**src/pmcm_defs.svh**
```systemverilog
// constants for the power-mode and clock-source manager
// assumes a 20 MHz core clock (50 ns period)
`ifndef PMCM_DEFS_SVH
`define PMCM_DEFS_SVH
`define PMCM_CLK_HZ        20000000
`define PMCM_SLOW_HZ       32768
// wishbone word offsets (byte addresses)
`define PMCM_A_CTRL        8'h00
`define PMCM_A_STATUS      8'h04
`define PMCM_A_IRQ_STAT    8'h08
`define PMCM_A_IRQ_CLR     8'h0c
`define PMCM_A_IRQ_EN      8'h10
`define PMCM_A_SLEEP_LEN   8'h14
`define PMCM_A_FREQ        8'h18
`define PMCM_A_METER       8'h1c
// ctrl fields
`define PMCM_C_GO_ACTIVE   0
`define PMCM_C_GO_IDLE     1
`define PMCM_C_GO_SLEEP    2
`define PMCM_C_EXT_CLK     3
// irq bits
`define PMCM_I_STATE       0
`define PMCM_I_WAKE        1
`define PMCM_I_FREQ        2
`define PMCM_NIRQ          3
// detect window: core cycles before giving up on an rtc, and slow edges that accept one
`define PMCM_DET_CYC       16'hffff
`define PMCM_DET_EDGES     4'h4
// meter window in slow periods
`define PMCM_METER_PER     16
// frequency codes, classified from counts over 16 slow periods
`define PMCM_F_19M2        3'h0
`define PMCM_F_20M         3'h1
`define PMCM_F_24M         3'h2
`define PMCM_F_26M         3'h3
`define PMCM_F_38M4        3'h4
`define PMCM_F_40M         3'h5
`define PMCM_F_52M         3'h6
`define PMCM_SLEEP_RST     32'h0000_8000
`endif

```
**src/pmcm_pkg.sv**
```systemverilog
// types for the power-mode and clock-source manager
package pmcm_pkg;
  typedef enum logic [2:0] {
    PMCM_OFF     = 3'b000,
    PMCM_STANDBY = 3'b001,
    PMCM_ACTIVE  = 3'b011,
    PMCM_IDLE    = 3'b010,
    PMCM_SLEEP   = 3'b110
  } pmcm_state_e;
  typedef enum logic [1:0] {
    PMCM_SRC_NONE = 2'h0,
    PMCM_SRC_RTC  = 2'h1,
    PMCM_SRC_DIV  = 2'h2
  } pmcm_src_e;
endpackage

```
**src/pmcm_slow_div.sv**
```systemverilog
// rf crystal divider producing the divided slow clock enable
// assumes the crystal clock is the core clock; fractional accumulator
`timescale 1ns/1ps
module pmcm_slow_div
  import pmcm_pkg::*;
(
  // clock and reset
  input  wire logic        clk,
  input  wire logic        rst,
  // control
  input  wire logic        run,
  input  wire logic [23:0] step,
  // output
  output logic             tick
);
  logic [23:0] acc_q;
  logic [24:0] sum;

  // phase accumulator: tick each time the sum wraps
  assign sum = {1'b0, acc_q} + {1'b0, step};

  always_ff @(posedge clk) begin
    if (rst || !run) begin
      acc_q <= 24'h00_0000;
      tick  <= 1'b0;
    end else begin
      acc_q <= sum[23:0];
      tick  <= sum[24];
    end
  end
endmodule

```
**src/pmcm_top.sv**
```systemverilog
// power-mode and clock-source manager with wishbone registers
// assumes CORE_CLK is the rf crystal clock at 20 MHz and RTC_CLK_IN is
// sampled synchronously; gate outputs drive clock-gate cells elsewhere
`timescale 1ns/1ps
`include "pmcm_defs.svh"

module pmcm_top
  import pmcm_pkg::*;
(
  // clock and reset
  input  wire logic        CORE_CLK,
  input  wire logic        RESET,
  // wishbone slave
  input  wire logic        WB_CYC_I,
  input  wire logic        WB_STB_I,
  input  wire logic        WB_WE_I,
  input  wire logic [7:0]  WB_ADR_I,
  input  wire logic [3:0]  WB_SEL_I,
  input  wire logic [31:0] WB_DAT_I,
  output logic      [31:0] WB_DAT_O,
  output logic             WB_ACK_O,
  // supply and wake
  input  wire logic        SUPPLY_OK,
  input  wire logic        SUPPLY_ENABLE_PIN,
  input  wire logic        HOST_WAKE,
  input  wire logic        HW_TRIGGER,
  input  wire logic        BB_SLEEP_REQ,
  input  wire logic        RTC_CLK_IN,
  // gates and status
  output logic             SLOW_CLK_EN,
  output logic             PLL_EN,
  output logic             CPU_CLK_EN,
  output logic             CPU_CLK_SEL_PLL,
  output logic             BUS_CLK_EN,
  output logic             XTAL_EN,
  output logic             XTAL_EXT_SEL,
  output logic             SLOW_FROM_DIV,
  output logic             SLOW_SLEEP_CLOCK,
  output logic             IRQ
);
  pmcm_state_e st_q, st_d;
  pmcm_src_e   src_q;
  logic        pwr_ok, go_active_q, go_idle_q, ext_clk_q, pll_ready_q;
  logic [31:0] sleep_len_q, sleep_cnt_q;
  logic [2:0]  freq_q;
  logic        freq_valid_q;
  logic [15:0] det_cnt_q;
  logic [3:0]  det_edges_q;
  logic        rtc_d1_q, rtc_d2_q, rtc_d3_q, slow_edge, div_tick;
  logic        slow_lvl_q, wake_d_q, wake_edge;
  logic [3:0]  mper_q;
  logic [15:0] mcnt_q, meter_q;
  logic [`PMCM_NIRQ-1:0] ist_q, ien_q, iev;
  logic        wb_req, wb_wr;
  logic [23:0] div_step;

  assign pwr_ok    = SUPPLY_OK && SUPPLY_ENABLE_PIN;
  assign wb_req    = WB_CYC_I && WB_STB_I && !WB_ACK_O;
  assign wb_wr     = wb_req && WB_WE_I && WB_SEL_I[0];
  assign slow_edge = (src_q == PMCM_SRC_RTC) ? (rtc_d2_q && !rtc_d3_q)
                                             : div_tick;
  assign wake_edge = HOST_WAKE && !wake_d_q;

  // rtc input: plain sampling, then an edge detector behind two stages
  always_ff @(posedge CORE_CLK) begin
    rtc_d1_q <= RTC_CLK_IN;
    rtc_d2_q <= rtc_d1_q;
    rtc_d3_q <= rtc_d2_q;
    wake_d_q <= HOST_WAKE;
  end

  // step for 2^24 * 32768 / 20e6, the divider's fixed crystal rate
  assign div_step = 24'(((64'd1 << 24) * `PMCM_SLOW_HZ) / `PMCM_CLK_HZ);

  pmcm_slow_div u_div (
    .clk  (CORE_CLK),
    .rst  (RESET),
    .run  (src_q == PMCM_SRC_DIV),
    .step (div_step),
    .tick (div_tick)
  );

  // probe for an rtc during power-on
  always_ff @(posedge CORE_CLK) begin
    if (RESET || !pwr_ok) begin
      src_q       <= PMCM_SRC_NONE;
      det_cnt_q   <= 16'h0000;
      det_edges_q <= 4'h0;
    end else if (src_q == PMCM_SRC_NONE) begin
      det_cnt_q <= det_cnt_q + 16'h0001;
      if (rtc_d2_q && !rtc_d3_q)
        det_edges_q <= det_edges_q + 4'h1;
      if (det_edges_q == `PMCM_DET_EDGES)
        src_q <= PMCM_SRC_RTC;
      else if (det_cnt_q == `PMCM_DET_CYC)
        src_q <= PMCM_SRC_DIV;
    end
  end

  // slow clock level toggles on each slow edge
  always_ff @(posedge CORE_CLK) begin
    if (RESET || !pwr_ok || st_q == PMCM_OFF)
      slow_lvl_q <= 1'b0;
    else if (slow_edge)
      slow_lvl_q <= !slow_lvl_q;
  end

  // frequency meter: crystal cycles over 16 slow periods
  always_ff @(posedge CORE_CLK) begin
    if (RESET || src_q != PMCM_SRC_RTC) begin
      mper_q  <= 4'h0;
      mcnt_q  <= 16'h0000;
      meter_q <= 16'h0000;
    end else if (rtc_d2_q && !rtc_d3_q) begin
      mper_q <= mper_q + 4'h1;
      if (mper_q == 4'(`PMCM_METER_PER - 1)) begin
        meter_q <= mcnt_q;
        mcnt_q  <= 16'h0000;
      end else
        mcnt_q <= mcnt_q + 16'h0001;
    end else
      mcnt_q <= mcnt_q + 16'h0001;
  end

  // classify metered count; nearest band midpoints in 16-period cycles
  function automatic logic [2:0] classify(input logic [15:0] c);
    if (c < 16'h2562)      classify = `PMCM_F_19M2;
    else if (c < 16'h29f6) classify = `PMCM_F_20M;
    else if (c < 16'h2fae) classify = `PMCM_F_24M;
    else if (c < 16'h3d6a) classify = `PMCM_F_26M;
    else if (c < 16'h4ac4) classify = `PMCM_F_38M4;
    else if (c < 16'h57bd) classify = `PMCM_F_40M;
    else                   classify = `PMCM_F_52M;
  endfunction

  // frequency code: metered with rtc, software-written otherwise
  always_ff @(posedge CORE_CLK) begin
    if (RESET) begin
      freq_q       <= `PMCM_F_26M;
      freq_valid_q <= 1'b0;
    end else if (src_q == PMCM_SRC_RTC && meter_q != 16'h0000) begin
      freq_q       <= classify(meter_q);
      freq_valid_q <= 1'b1;
    end else if (src_q != PMCM_SRC_RTC && wb_wr &&
                 WB_ADR_I == `PMCM_A_FREQ) begin
      freq_q       <= WB_DAT_I[2:0];
      freq_valid_q <= 1'b1;
    end
  end

  // control register; go bits self-clear when consumed
  always_ff @(posedge CORE_CLK) begin
    if (RESET) begin
      go_active_q <= 1'b0;
      go_idle_q   <= 1'b0;
      ext_clk_q   <= 1'b0;
      sleep_len_q <= `PMCM_SLEEP_RST;
      ien_q       <= '0;
    end else begin
      if (wb_wr && WB_ADR_I == `PMCM_A_CTRL) begin
        go_active_q <= WB_DAT_I[`PMCM_C_GO_ACTIVE];
        go_idle_q   <= WB_DAT_I[`PMCM_C_GO_IDLE];
        ext_clk_q   <= WB_DAT_I[`PMCM_C_EXT_CLK];
      end else begin
        if (st_q != PMCM_STANDBY) go_active_q <= 1'b0;
        if (st_q != PMCM_ACTIVE)  go_idle_q   <= 1'b0;
      end
      if (wb_wr && WB_ADR_I == `PMCM_A_SLEEP_LEN)
        sleep_len_q <= WB_DAT_I;
      if (wb_wr && WB_ADR_I == `PMCM_A_IRQ_EN)
        ien_q <= WB_DAT_I[`PMCM_NIRQ-1:0];
    end
  end

  // state machine
  always_comb begin
    st_d = st_q;
    case (st_q)
      PMCM_OFF:     st_d = PMCM_STANDBY;
      PMCM_STANDBY: if (go_active_q) st_d = PMCM_ACTIVE;
      PMCM_ACTIVE: begin
        if (BB_SLEEP_REQ)   st_d = PMCM_SLEEP;
        else if (go_idle_q) st_d = PMCM_IDLE;
      end
      PMCM_IDLE: begin
        if (BB_SLEEP_REQ)    st_d = PMCM_SLEEP;
        else if (HW_TRIGGER) st_d = PMCM_ACTIVE;
      end
      PMCM_SLEEP: begin
        if (wake_edge || (slow_edge && sleep_cnt_q == 32'h0000_0000))
          st_d = PMCM_STANDBY;
      end
      default: st_d = PMCM_OFF;
    endcase
    if (!pwr_ok) st_d = PMCM_OFF;
  end

  always_ff @(posedge CORE_CLK) begin
    if (RESET) st_q <= PMCM_OFF;
    else       st_q <= st_d;
  end

  // sleep interval counted in slow periods
  always_ff @(posedge CORE_CLK) begin
    if (RESET || st_q != PMCM_SLEEP)
      sleep_cnt_q <= sleep_len_q;
    else if (slow_edge && sleep_cnt_q != 32'h0000_0000)
      sleep_cnt_q <= sleep_cnt_q - 32'h0000_0001;
  end

  // pll must run one cycle before the cpu is switched onto it
  always_ff @(posedge CORE_CLK) begin
    if (RESET) pll_ready_q <= 1'b0;
    else       pll_ready_q <= (st_q == PMCM_ACTIVE);
  end

  // clock gates per state, all registered
  always_ff @(posedge CORE_CLK) begin
    if (RESET) begin
      SLOW_CLK_EN     <= 1'b0;
      PLL_EN          <= 1'b0;
      CPU_CLK_EN      <= 1'b0;
      CPU_CLK_SEL_PLL <= 1'b0;
      BUS_CLK_EN      <= 1'b0;
      XTAL_EN         <= 1'b0;
    end else begin
      SLOW_CLK_EN     <= st_q != PMCM_OFF;
      PLL_EN          <= st_q == PMCM_ACTIVE;
      CPU_CLK_EN      <= st_q == PMCM_STANDBY ||
                         (st_q == PMCM_ACTIVE && pll_ready_q);
      CPU_CLK_SEL_PLL <= st_q == PMCM_ACTIVE && pll_ready_q;
      BUS_CLK_EN      <= st_q == PMCM_STANDBY || st_q == PMCM_ACTIVE ||
                         st_q == PMCM_IDLE;
      XTAL_EN         <= st_q == PMCM_STANDBY || st_q == PMCM_ACTIVE ||
                         st_q == PMCM_IDLE;
    end
  end

  always_ff @(posedge CORE_CLK) begin
    if (RESET) begin
      XTAL_EXT_SEL     <= 1'b0;
      SLOW_FROM_DIV    <= 1'b0;
      SLOW_SLEEP_CLOCK <= 1'b0;
    end else begin
      XTAL_EXT_SEL     <= ext_clk_q;
      SLOW_FROM_DIV    <= src_q == PMCM_SRC_DIV;
      SLOW_SLEEP_CLOCK <= slow_lvl_q;
    end
  end

  // interrupts: set wins over a clear in the same cycle
  assign iev[`PMCM_I_STATE] = st_d != st_q;
  assign iev[`PMCM_I_WAKE]  = st_q == PMCM_SLEEP && st_d == PMCM_STANDBY;
  assign iev[`PMCM_I_FREQ]  = src_q == PMCM_SRC_RTC && !freq_valid_q &&
                              meter_q != 16'h0000;

  always_ff @(posedge CORE_CLK) begin
    if (RESET)
      ist_q <= '0;
    else if (wb_wr && WB_ADR_I == `PMCM_A_IRQ_CLR)
      ist_q <= (ist_q & ~WB_DAT_I[`PMCM_NIRQ-1:0]) | iev;
    else
      ist_q <= ist_q | iev;
  end

  always_ff @(posedge CORE_CLK) begin
    if (RESET) IRQ <= 1'b0;
    else       IRQ <= |(ist_q & ien_q);
  end

  // wishbone: ack one cycle after request, unmapped reads as zero
  always_ff @(posedge CORE_CLK) begin
    if (RESET) begin
      WB_ACK_O <= 1'b0;
      WB_DAT_O <= 32'h0000_0000;
    end else begin
      WB_ACK_O <= wb_req;
      WB_DAT_O <= 32'h0000_0000;
      if (wb_req && !WB_WE_I) begin
        case (WB_ADR_I)
          `PMCM_A_CTRL:      WB_DAT_O <= {28'h0, ext_clk_q, 1'b0,
                                          go_idle_q, go_active_q};
          `PMCM_A_STATUS:    WB_DAT_O <= {24'h0, 1'b0, SLOW_FROM_DIV,
                                          src_q, 1'b0, st_q};
          `PMCM_A_IRQ_STAT:  WB_DAT_O <= {29'h0, ist_q};
          `PMCM_A_IRQ_EN:    WB_DAT_O <= {29'h0, ien_q};
          `PMCM_A_SLEEP_LEN: WB_DAT_O <= sleep_len_q;
          `PMCM_A_FREQ:      WB_DAT_O <= {27'h0, freq_valid_q, 1'b0,
                                          freq_q};
          `PMCM_A_METER:     WB_DAT_O <= {16'h0, meter_q};
          default:           WB_DAT_O <= 32'h0000_0000;
        endcase
      end
    end
  end
endmodule

```
**config.mk**
```make
export PLATFORM = sky130hd
export DESIGN_NAME = pmcm_top
export DESIGN_NICKNAME = d
export VERILOG_FILES = /design/src/pmcm_pkg.sv /design/src/pmcm_slow_div.sv /design/src/pmcm_top.sv
export VERILOG_INCLUDE_DIRS = /design/src
export SDC_FILE = /design/constraint.sdc
export NUM_CORES = 1
export LEC_CHECK = 0
export ABC_AREA = 1
export BUFFER_PORTS_ARGS = -buffer_cell sky130_fd_sc_hd__buf_2
export CORE_MARGIN = 2
export CORE_UTILIZATION = 63
export CTS_CLUSTER_SIZE = 10
export DETAILED_ROUTE_END_ITERATION = 7
export PLACE_DENSITY = 0.82
export SLEW_MARGIN = 10
export SYNTH_ARGS = -nofsm -noshare
export SYNTH_HDL_FRONTEND = slang
export SYNTH_SLANG_ARGS = --single-unit
```
**constraint.sdc**
```tcl
create_clock -name CORE_CLK -period 4.95 [get_ports CORE_CLK]
set_input_delay 1.2375 -clock CORE_CLK [delete_from_list [all_inputs] [get_ports CORE_CLK]]
set_output_delay 1.2375 -clock CORE_CLK [all_outputs]
set_load 0.02 [all_outputs]
```
==> results.sh, run 1 <==
export IMPL_avgSynthCellArea_um2=7.61
export IMPL_clk_latency_ps=510
export IMPL_highest_signal_layer="met4"
export IMPL_drt_pass1_iter_count=6
export IMPL_cp_arrival_ps=3530
export IMPL_hpwl_um=14900
export IMPL_status="finished, final reports clean"
export IMPL_power_density_nw_per_um2=315
export IMPL_netlist_area_um2=9490
export IMPL_crit_required_ps=5310
export IMPL_clockBufferDepth=3
export IMPL_place_ws_ps=1290
export IMPL_yosys_area_top_type="dfxtp_1"
export IMPL_cts_tree="yes"
export IMPL_nFillCells=1117
export IMPL_ys_seq_area_share_pct=47.7
export IMPL_rsz0062_at_grt="no"
export IMPL_synthFlopType="dfxtp_1"
export IMPL_core_area_um2=14600
export IMPL_tightest_slew_ps=1110
export IMPL_start_util_pct=64.8
export IMPL_tns_ps=0
export IMPL_vdd_drop_max_mv=0.277
export IMPL_port_buffers=94
export IMPL_die_w_um=127
export IMPL_dieArea_um2=16100
export IMPL_synth_top_area_share_pct=37.5
export IMPL_postSynth_asyncResetShare_pct=0
export IMPL_fin_crit_ps=3160
export IMPL_first_global_vias=7971
export IMPL_ys_ff_latch=210
export IMPL_final_cells=1537
export IMPL_multi_input_area_um2=4130
export IMPL_yosysMostFrequentCell="nand2_1"
export IMPL_grt_start_max_net_pins=53
export IMPL_finalNetCount=1403
export IMPL_critPathKind="primary input to register"
export IMPL_synth_cell_type_count=45
export IMPL_place_gp_congestion=0.916
export IMPL_wl_met3_um=998
export IMPL_std_cell_rows=44
export IMPL_diodes=0
export IMPL_via_count=8406
export IMPL_yosys_warnings=0
export IMPL_hp_class="register to register"
export IMPL_synth_top_cells_by_count="197 x nand2_1, 178 x dfxtp_1, 173 x inv_1"
export IMPL_syn_inst=1247
export IMPL_cp_max_fo=52
export IMPL_slew_headroom_pct=25.6
export IMPL_cp_start_kind="primary input"
export IMPL_synthTopCellsByArea="dfxtp_1 38%, edfxtp_1 10%, nand2_1 7.8%"
export IMPL_cts_buffers=25
export IMPL_cts_hold_buffers=0
export IMPL_hold_viol_final=0
export IMPL_seq_area_um2=4520
export IMPL_place_inst=1497
export IMPL_drt_iter0_markers=644
export IMPL_die_y_um=127
export IMPL_cts_resized=0
export IMPL_met1Wirelength_um=9080
export IMPL_p_leak_nw=4.45
export IMPL_max_freq_mhz=316
export IMPL_htreeDepth=1
export IMPL_root_buffer="clkbuf_16"
export IMPL_drcViolationCount=0
export IMPL_crit_path_end_kind="register"
export IMPL_pin_count=98
export IMPL_setup_viol=0
export IMPL_cap_violations=0
export IMPL_grt_overflow=0
export IMPL_fin_ws_ps=1790
export IMPL_grt_pass1_wl_um=35500
export IMPL_totalWireLength_um=21300
export IMPL_postCtsSetupRepairBufs=0
export IMPL_viasPerCell=5.47
export IMPL_syn_num_nets=1310
export IMPL_cts_sinks=210
export IMPL_antenna_found_initial=0
export IMPL_clk_pin_slew_worst_paths_ps=50
export IMPL_detail_route_wl_per_cell_um=13.9
export IMPL_drive_above_1_share_pct=13.6
export IMPL_ant_nets=0
export IMPL_area_growth_pct=13.7
export IMPL_grt_total_usage_pct=26.5
export IMPL_wl_met2_um=10500
export IMPL_period_share_pct=63.9
export IMPL_synth_edf_count=32
export IMPL_fin_skew_ps=7.53
export IMPL_drv_slew=0
## worst max-delay path, stage by stage
cell and delay [ps]:
buf_2 90, inv_1 70, nand2_1 130, nor3_1 240
nand2_1 550, nor2_1 270, buf_4 230, inv_2 290
o21ai_0 320, a21oi_1 70
## cells in the final DEF (no fill, tap or decap), drive strengths merged, types with 6 or more instances in the layout
master | netlist | layout
o21ai | 115 | 115
nor2 | 163 | 163
inv | 189 | 190
buf | 13 | 97
ha | 8 | 8
nand4 | 21 | 21
clkbuf | 18 | 37
xor2 | 28 | 28
edfxtp | 32 | 32
a221oi | 7 | 7
nor4 | 6 | 6
nand2 | 199 | 199
dfxtp | 178 | 178
nor3 | 53 | 53
a21oi | 131 | 131
nand3 | 47 | 47
o22ai | 7 | 7
## per-stage QoR
| step | hold WS, ps | utilization (%) | area [um^2] | power (mW) |
|---|---|---|---|---|
| 6_report | 328 | 73.7 | 10800 | 3.40 |
| 5_1_grt | 337 | 73.7 | 10800 | 3.50 |
| 4_1_cts | 332 | 73.7 | 10800 | 3.42 |
| 3_5_place_dp | 320 | 68.9 | 10100 | 1.84 |
| 3_3_place_gp | 313 | 68.9 | 10100 | 1.84 |
| 2_1_floorplan | 310 | - | 9490 | 1.81 |
## routing by layer
layer	GRT usage, %	vias to the layer above
met5	0	-
met4	9.89	0
met3	3.75	63
met2	47.5	209
met1	32.6	3851
li1	-	4283
## path summary, 6_finish.rpt
kind | start | to | slack (ps) | cells after the start
hold reg to reg | rtc_d1_q$_DFF_P_ | rtc_d2_q$_DFF_P_ | 330 | 0
setup reg to reg | sleep_cnt_q[0]$_DFFE_PP_ | sleep_cnt_q[22]$_DFFE_PP_ | 2620 | 11
hold / removal | rtc_d1_q$_DFF_P_ | rtc_d2_q$_DFF_P_ | 330 | 0
setup / recovery | WB_ADR_I[0] | sleep_len_q[17]$_SDFFE_PP0P_ | 1790 | 10
## cell families (layout without fill, tap and decap cells)
logic type,after synthesis,after routing,share of synthesized area [%]
compound gates,279,279,15.7
fa+ha+maj,8,8,1.05
flops,210,210,47.7
simple gates,498,498,23.8
xor+xnor,31,31,2.86
buf+inv,221,327,8.90
## layout make-up
type	instances	area share, %
clock buffers	37	6.31
clock inverters	3	0.174
inverters	190	6.61
multi-input cells	816	38.3
flip-flops and latches	210	41.9
well taps	184	2.13
repair buffers	97	4.57
## where the power goes
group / total [mW] / switching, mW / internal, mW
logic: 0.0687 / 0.0436 / 0.0251
registers: 1.73 / 0.00265 / 1.73
clock network: 1.60 / 0.656 / 0.939
## state kept, by name, indices dropped and copies added, names as in the netlist, 3 cells and up
name         cells
WB_DAT_O        32
meter_q         16
det_edges_q      4
st_q             3
u_div.acc_q     24
sleep_len_q     32
ist_q            3
mcnt_q          16
mper_q           4
det_cnt_q       16
ien_q            3
freq_q           3
sleep_cnt_q     32
(Power assumes the default switching activity.)
==> run 2: changes to the inputs <==
--- a/config.mk
+++ b/config.mk
@@ -9,10 +9,10 @@
 export ABC_AREA = 1
 export BUFFER_PORTS_ARGS = -buffer_cell sky130_fd_sc_hd__buf_2
 export CORE_MARGIN = 2
-export CORE_UTILIZATION = 63
+export CORE_UTILIZATION = 59
 export CTS_CLUSTER_SIZE = 10
 export DETAILED_ROUTE_END_ITERATION = 7
-export PLACE_DENSITY = 0.82
+export PLACE_DENSITY = 0.78
 export SLEW_MARGIN = 10
 export SYNTH_ARGS = -nofsm -noshare
 export SYNTH_HDL_FRONTEND = slang
==> constraint.sdc (replaced) <==
create_clock -name CORE_CLK -period 3.24 [get_ports CORE_CLK]
set_input_delay 0.81 -clock CORE_CLK [delete_from_list [all_inputs] [get_ports CORE_CLK]]
set_output_delay 0.81 -clock CORE_CLK [all_outputs]
set_load 0.02 [all_outputs]
==> run 2 against run 1 <==
Compared with the run above: first-iteration DRC count decreased by 14%; via count is 0.46% lower; final cell count up 2.2%; die area increased by 6.6%; hold slack lost 12 ps; critical path depth unchanged; clock power rose by 51%; register-to-register slack lost 1700 ps; cell area rose by 0.74%.
==> results.sh, run 2 (synthesis gave the netlist of run 1 again) <==
export IMPL_status="finished, final reports clean"
export IMPL_cts_buffers=25
export IMPL_layout_common_cells="197 x nand2_1, 178 x dfxtp_1, 173 x inv_1, 143 x nor2_1, 131 x a21oi_1"
export IMPL_grt_total_usage_pct=25.2
export IMPL_cp_max_fo=4
export IMPL_std_cell_rows=46
export IMPL_cts_tree="yes"
export IMPL_core_area_um2=15800
export IMPL_die_y_um=131
export IMPL_total_power_mw=5.18
export IMPL_fin_skew_ps=14.5
export IMPL_p_comb_share_pct=2.2
export IMPL_cts_sinks=210
export IMPL_start_util_pct=60.0
export IMPL_cp_cell_sequence="inv_1 > ha_1 > nand2_1 > nor2_2 > nand2_1 > nor3_2 > nand2_1 > nor3_2 > xor2_1 > a21oi_1"
export IMPL_cpMaxStageDelayCell="edfxtp_1"
export IMPL_crit_required_ps=3480
export IMPL_totalWireLength_um=21700
export IMPL_dieArea_um2=17100
export IMPL_final_common_cell="nand2_1"
export IMPL_nFillCells=1357
export IMPL_p_int_mw=4.11
export IMPL_htreeDepth=1
export IMPL_detail_route_wl_per_cell_um=13.8
export IMPL_ant_nets=0
export IMPL_pwr_share_clk_pct=46.7
export IMPL_max_freq_mhz=438
export IMPL_critPathKind="register to register"
export IMPL_rsz0062_at_grt="no"
export IMPL_postCtsSetupRepairBufs=0
export IMPL_critPathMostFrequentCell="nand2_1"
export IMPL_fin_crit_ps=2280
export IMPL_p_leak_nw=4.48
export IMPL_via_count=8367
export IMPL_clockBufferDepth=3
export IMPL_drv_slew=0
export IMPL_grt_start_max_net_pins=65
export IMPL_grt_overflow=0
export IMPL_diodes=0
export IMPL_drive_above_1_share_pct=13.9
export IMPL_tns_ps=0
export IMPL_cpPeakStageDelay_ps=440
export IMPL_cts_hold_buffers=0
export IMPL_tightest_slew_ps=764
export IMPL_die_w_um=131
export IMPL_power_density_nw_per_um2=477
export IMPL_antenna_found_initial=0
export IMPL_pin_count=98
export IMPL_crit_path_end_kind="register"
export IMPL_cap_violations=0
export IMPL_cp_arrival_ps=2520
export IMPL_first_global_vias=7717
export IMPL_clk_pin_slew_worst_paths_ps=60
export IMPL_setup_viol=0
export IMPL_vdd_drop_max_mv=0.419
export IMPL_cp_start_kind="register"
export IMPL_period_share_pct=70.5
export IMPL_hp_class="register to register"
export IMPL_place_gp_congestion=0.882
export IMPL_cts_resized=0
export IMPL_swShare_pct=20.8
export IMPL_clk_latency_ps=510
export IMPL_top_regs="WB_DAT_O: 32 flops, sleep_cnt_q: 32 flops, sleep_len_q: 32 flops"
export IMPL_viasPerCell=5.33
export IMPL_grt_pass1_wl_um=35100
export IMPL_slew_headroom_pct=49.0
export IMPL_hold_viol_final=0
export IMPL_drt_pass1_iter_count=5
export IMPL_finalNetCount=1409
export IMPL_switchingPower_mw=1.08
export IMPL_port_buffers=94
export IMPL_area_growth_pct=14.5
export IMPL_drcViolationCount=0
export IMPL_hpwl_um=15600
export IMPL_root_buffer="clkbuf_16"
export IMPL_drt_iter0_markers=554
export IMPL_power_frac_seq_pct=51.1
## run 2: cell count changes in the layout (fill, tap and decap cells not counted), sizes merged
cell,previous run,this run
buf,97,103
clkbuf,37,35
clkinv,3,2
inv,190,189
## run 2: cell type report
class | instances | area (um^2) | area share (%)
clock inverter | 1 | 8.76 | 0.0806
tap | 216 | 270 | 2.49
sequential | 210 | 4520 | 41.6
timing repair buffer | 103 | 551 | 5.06
inverter | 190 | 713 | 6.56
multi-input combinational | 816 | 4130 | 38.0
clock buffer | 35 | 673 | 6.19
## run 2: per-stage QoR
stage | hold slack (ps) | utilization (%) | instance area [um^2] | worst slack [ps] | instances
CTS | 321 | 68.7 | 10900 | 957 | 1571
global placement | 315 | 64.4 | 10200 | 731 | 1535
detailed placement | 315 | 64.4 | 10200 | 661 | 1535
global route | 323 | 68.7 | 10900 | 720 | 1571
floorplan | 310 | - | 9490 | 880 | 1247
finish | 316 | 68.7 | 10900 | 957 | 1571
## run 2: power by group through the flow
stage	clock network (mW)	logic (mW)	registers, mW
CTS	2.46	0.111	2.65
finish	2.42	0.112	2.65
global placement	0	0.110	2.71
global route	2.56	0.123	2.65
floorplan	0	0.0514	2.71
detailed placement	0	0.110	2.71
## run 2: final timing paths
kind | from | endpoint | slack (ps) | cells after the start
setup reg to reg | sleep_cnt_q[0]$_DFFE_PP_ | sleep_cnt_q[26]$_DFFE_PP_ | 960 | 10
hold / removal | rtc_d1_q$_DFF_P_ | rtc_d2_q$_DFF_P_ | 320 | 0
setup / recovery | sleep_cnt_q[0]$_DFFE_PP_ | sleep_cnt_q[26]$_DFFE_PP_ | 960 | 10
hold reg to reg | rtc_d1_q$_DFF_P_ | rtc_d2_q$_DFF_P_ | 320 | 0
## run 2: worst max-delay path, delay by kind of cell (launching register included)
family                     cells  cell delay, ps
AOI/OAI and AO/OA              1              80
buffers and inverters          1             160
and+or+nand+nor                6             970
adders and majority gates      1             180
xor gates and xnor gates       1             180
DFF                            1             440
## run 2: per-layer routing
metal	GRT usage [%]	vias up	part of all wire (%)
li1	-	4283	-
met1	31.9	3815	44
met2	44.2	226	48
met3	3.99	43	5.4
met4	7.88	0	2.4
met5	0	-	0
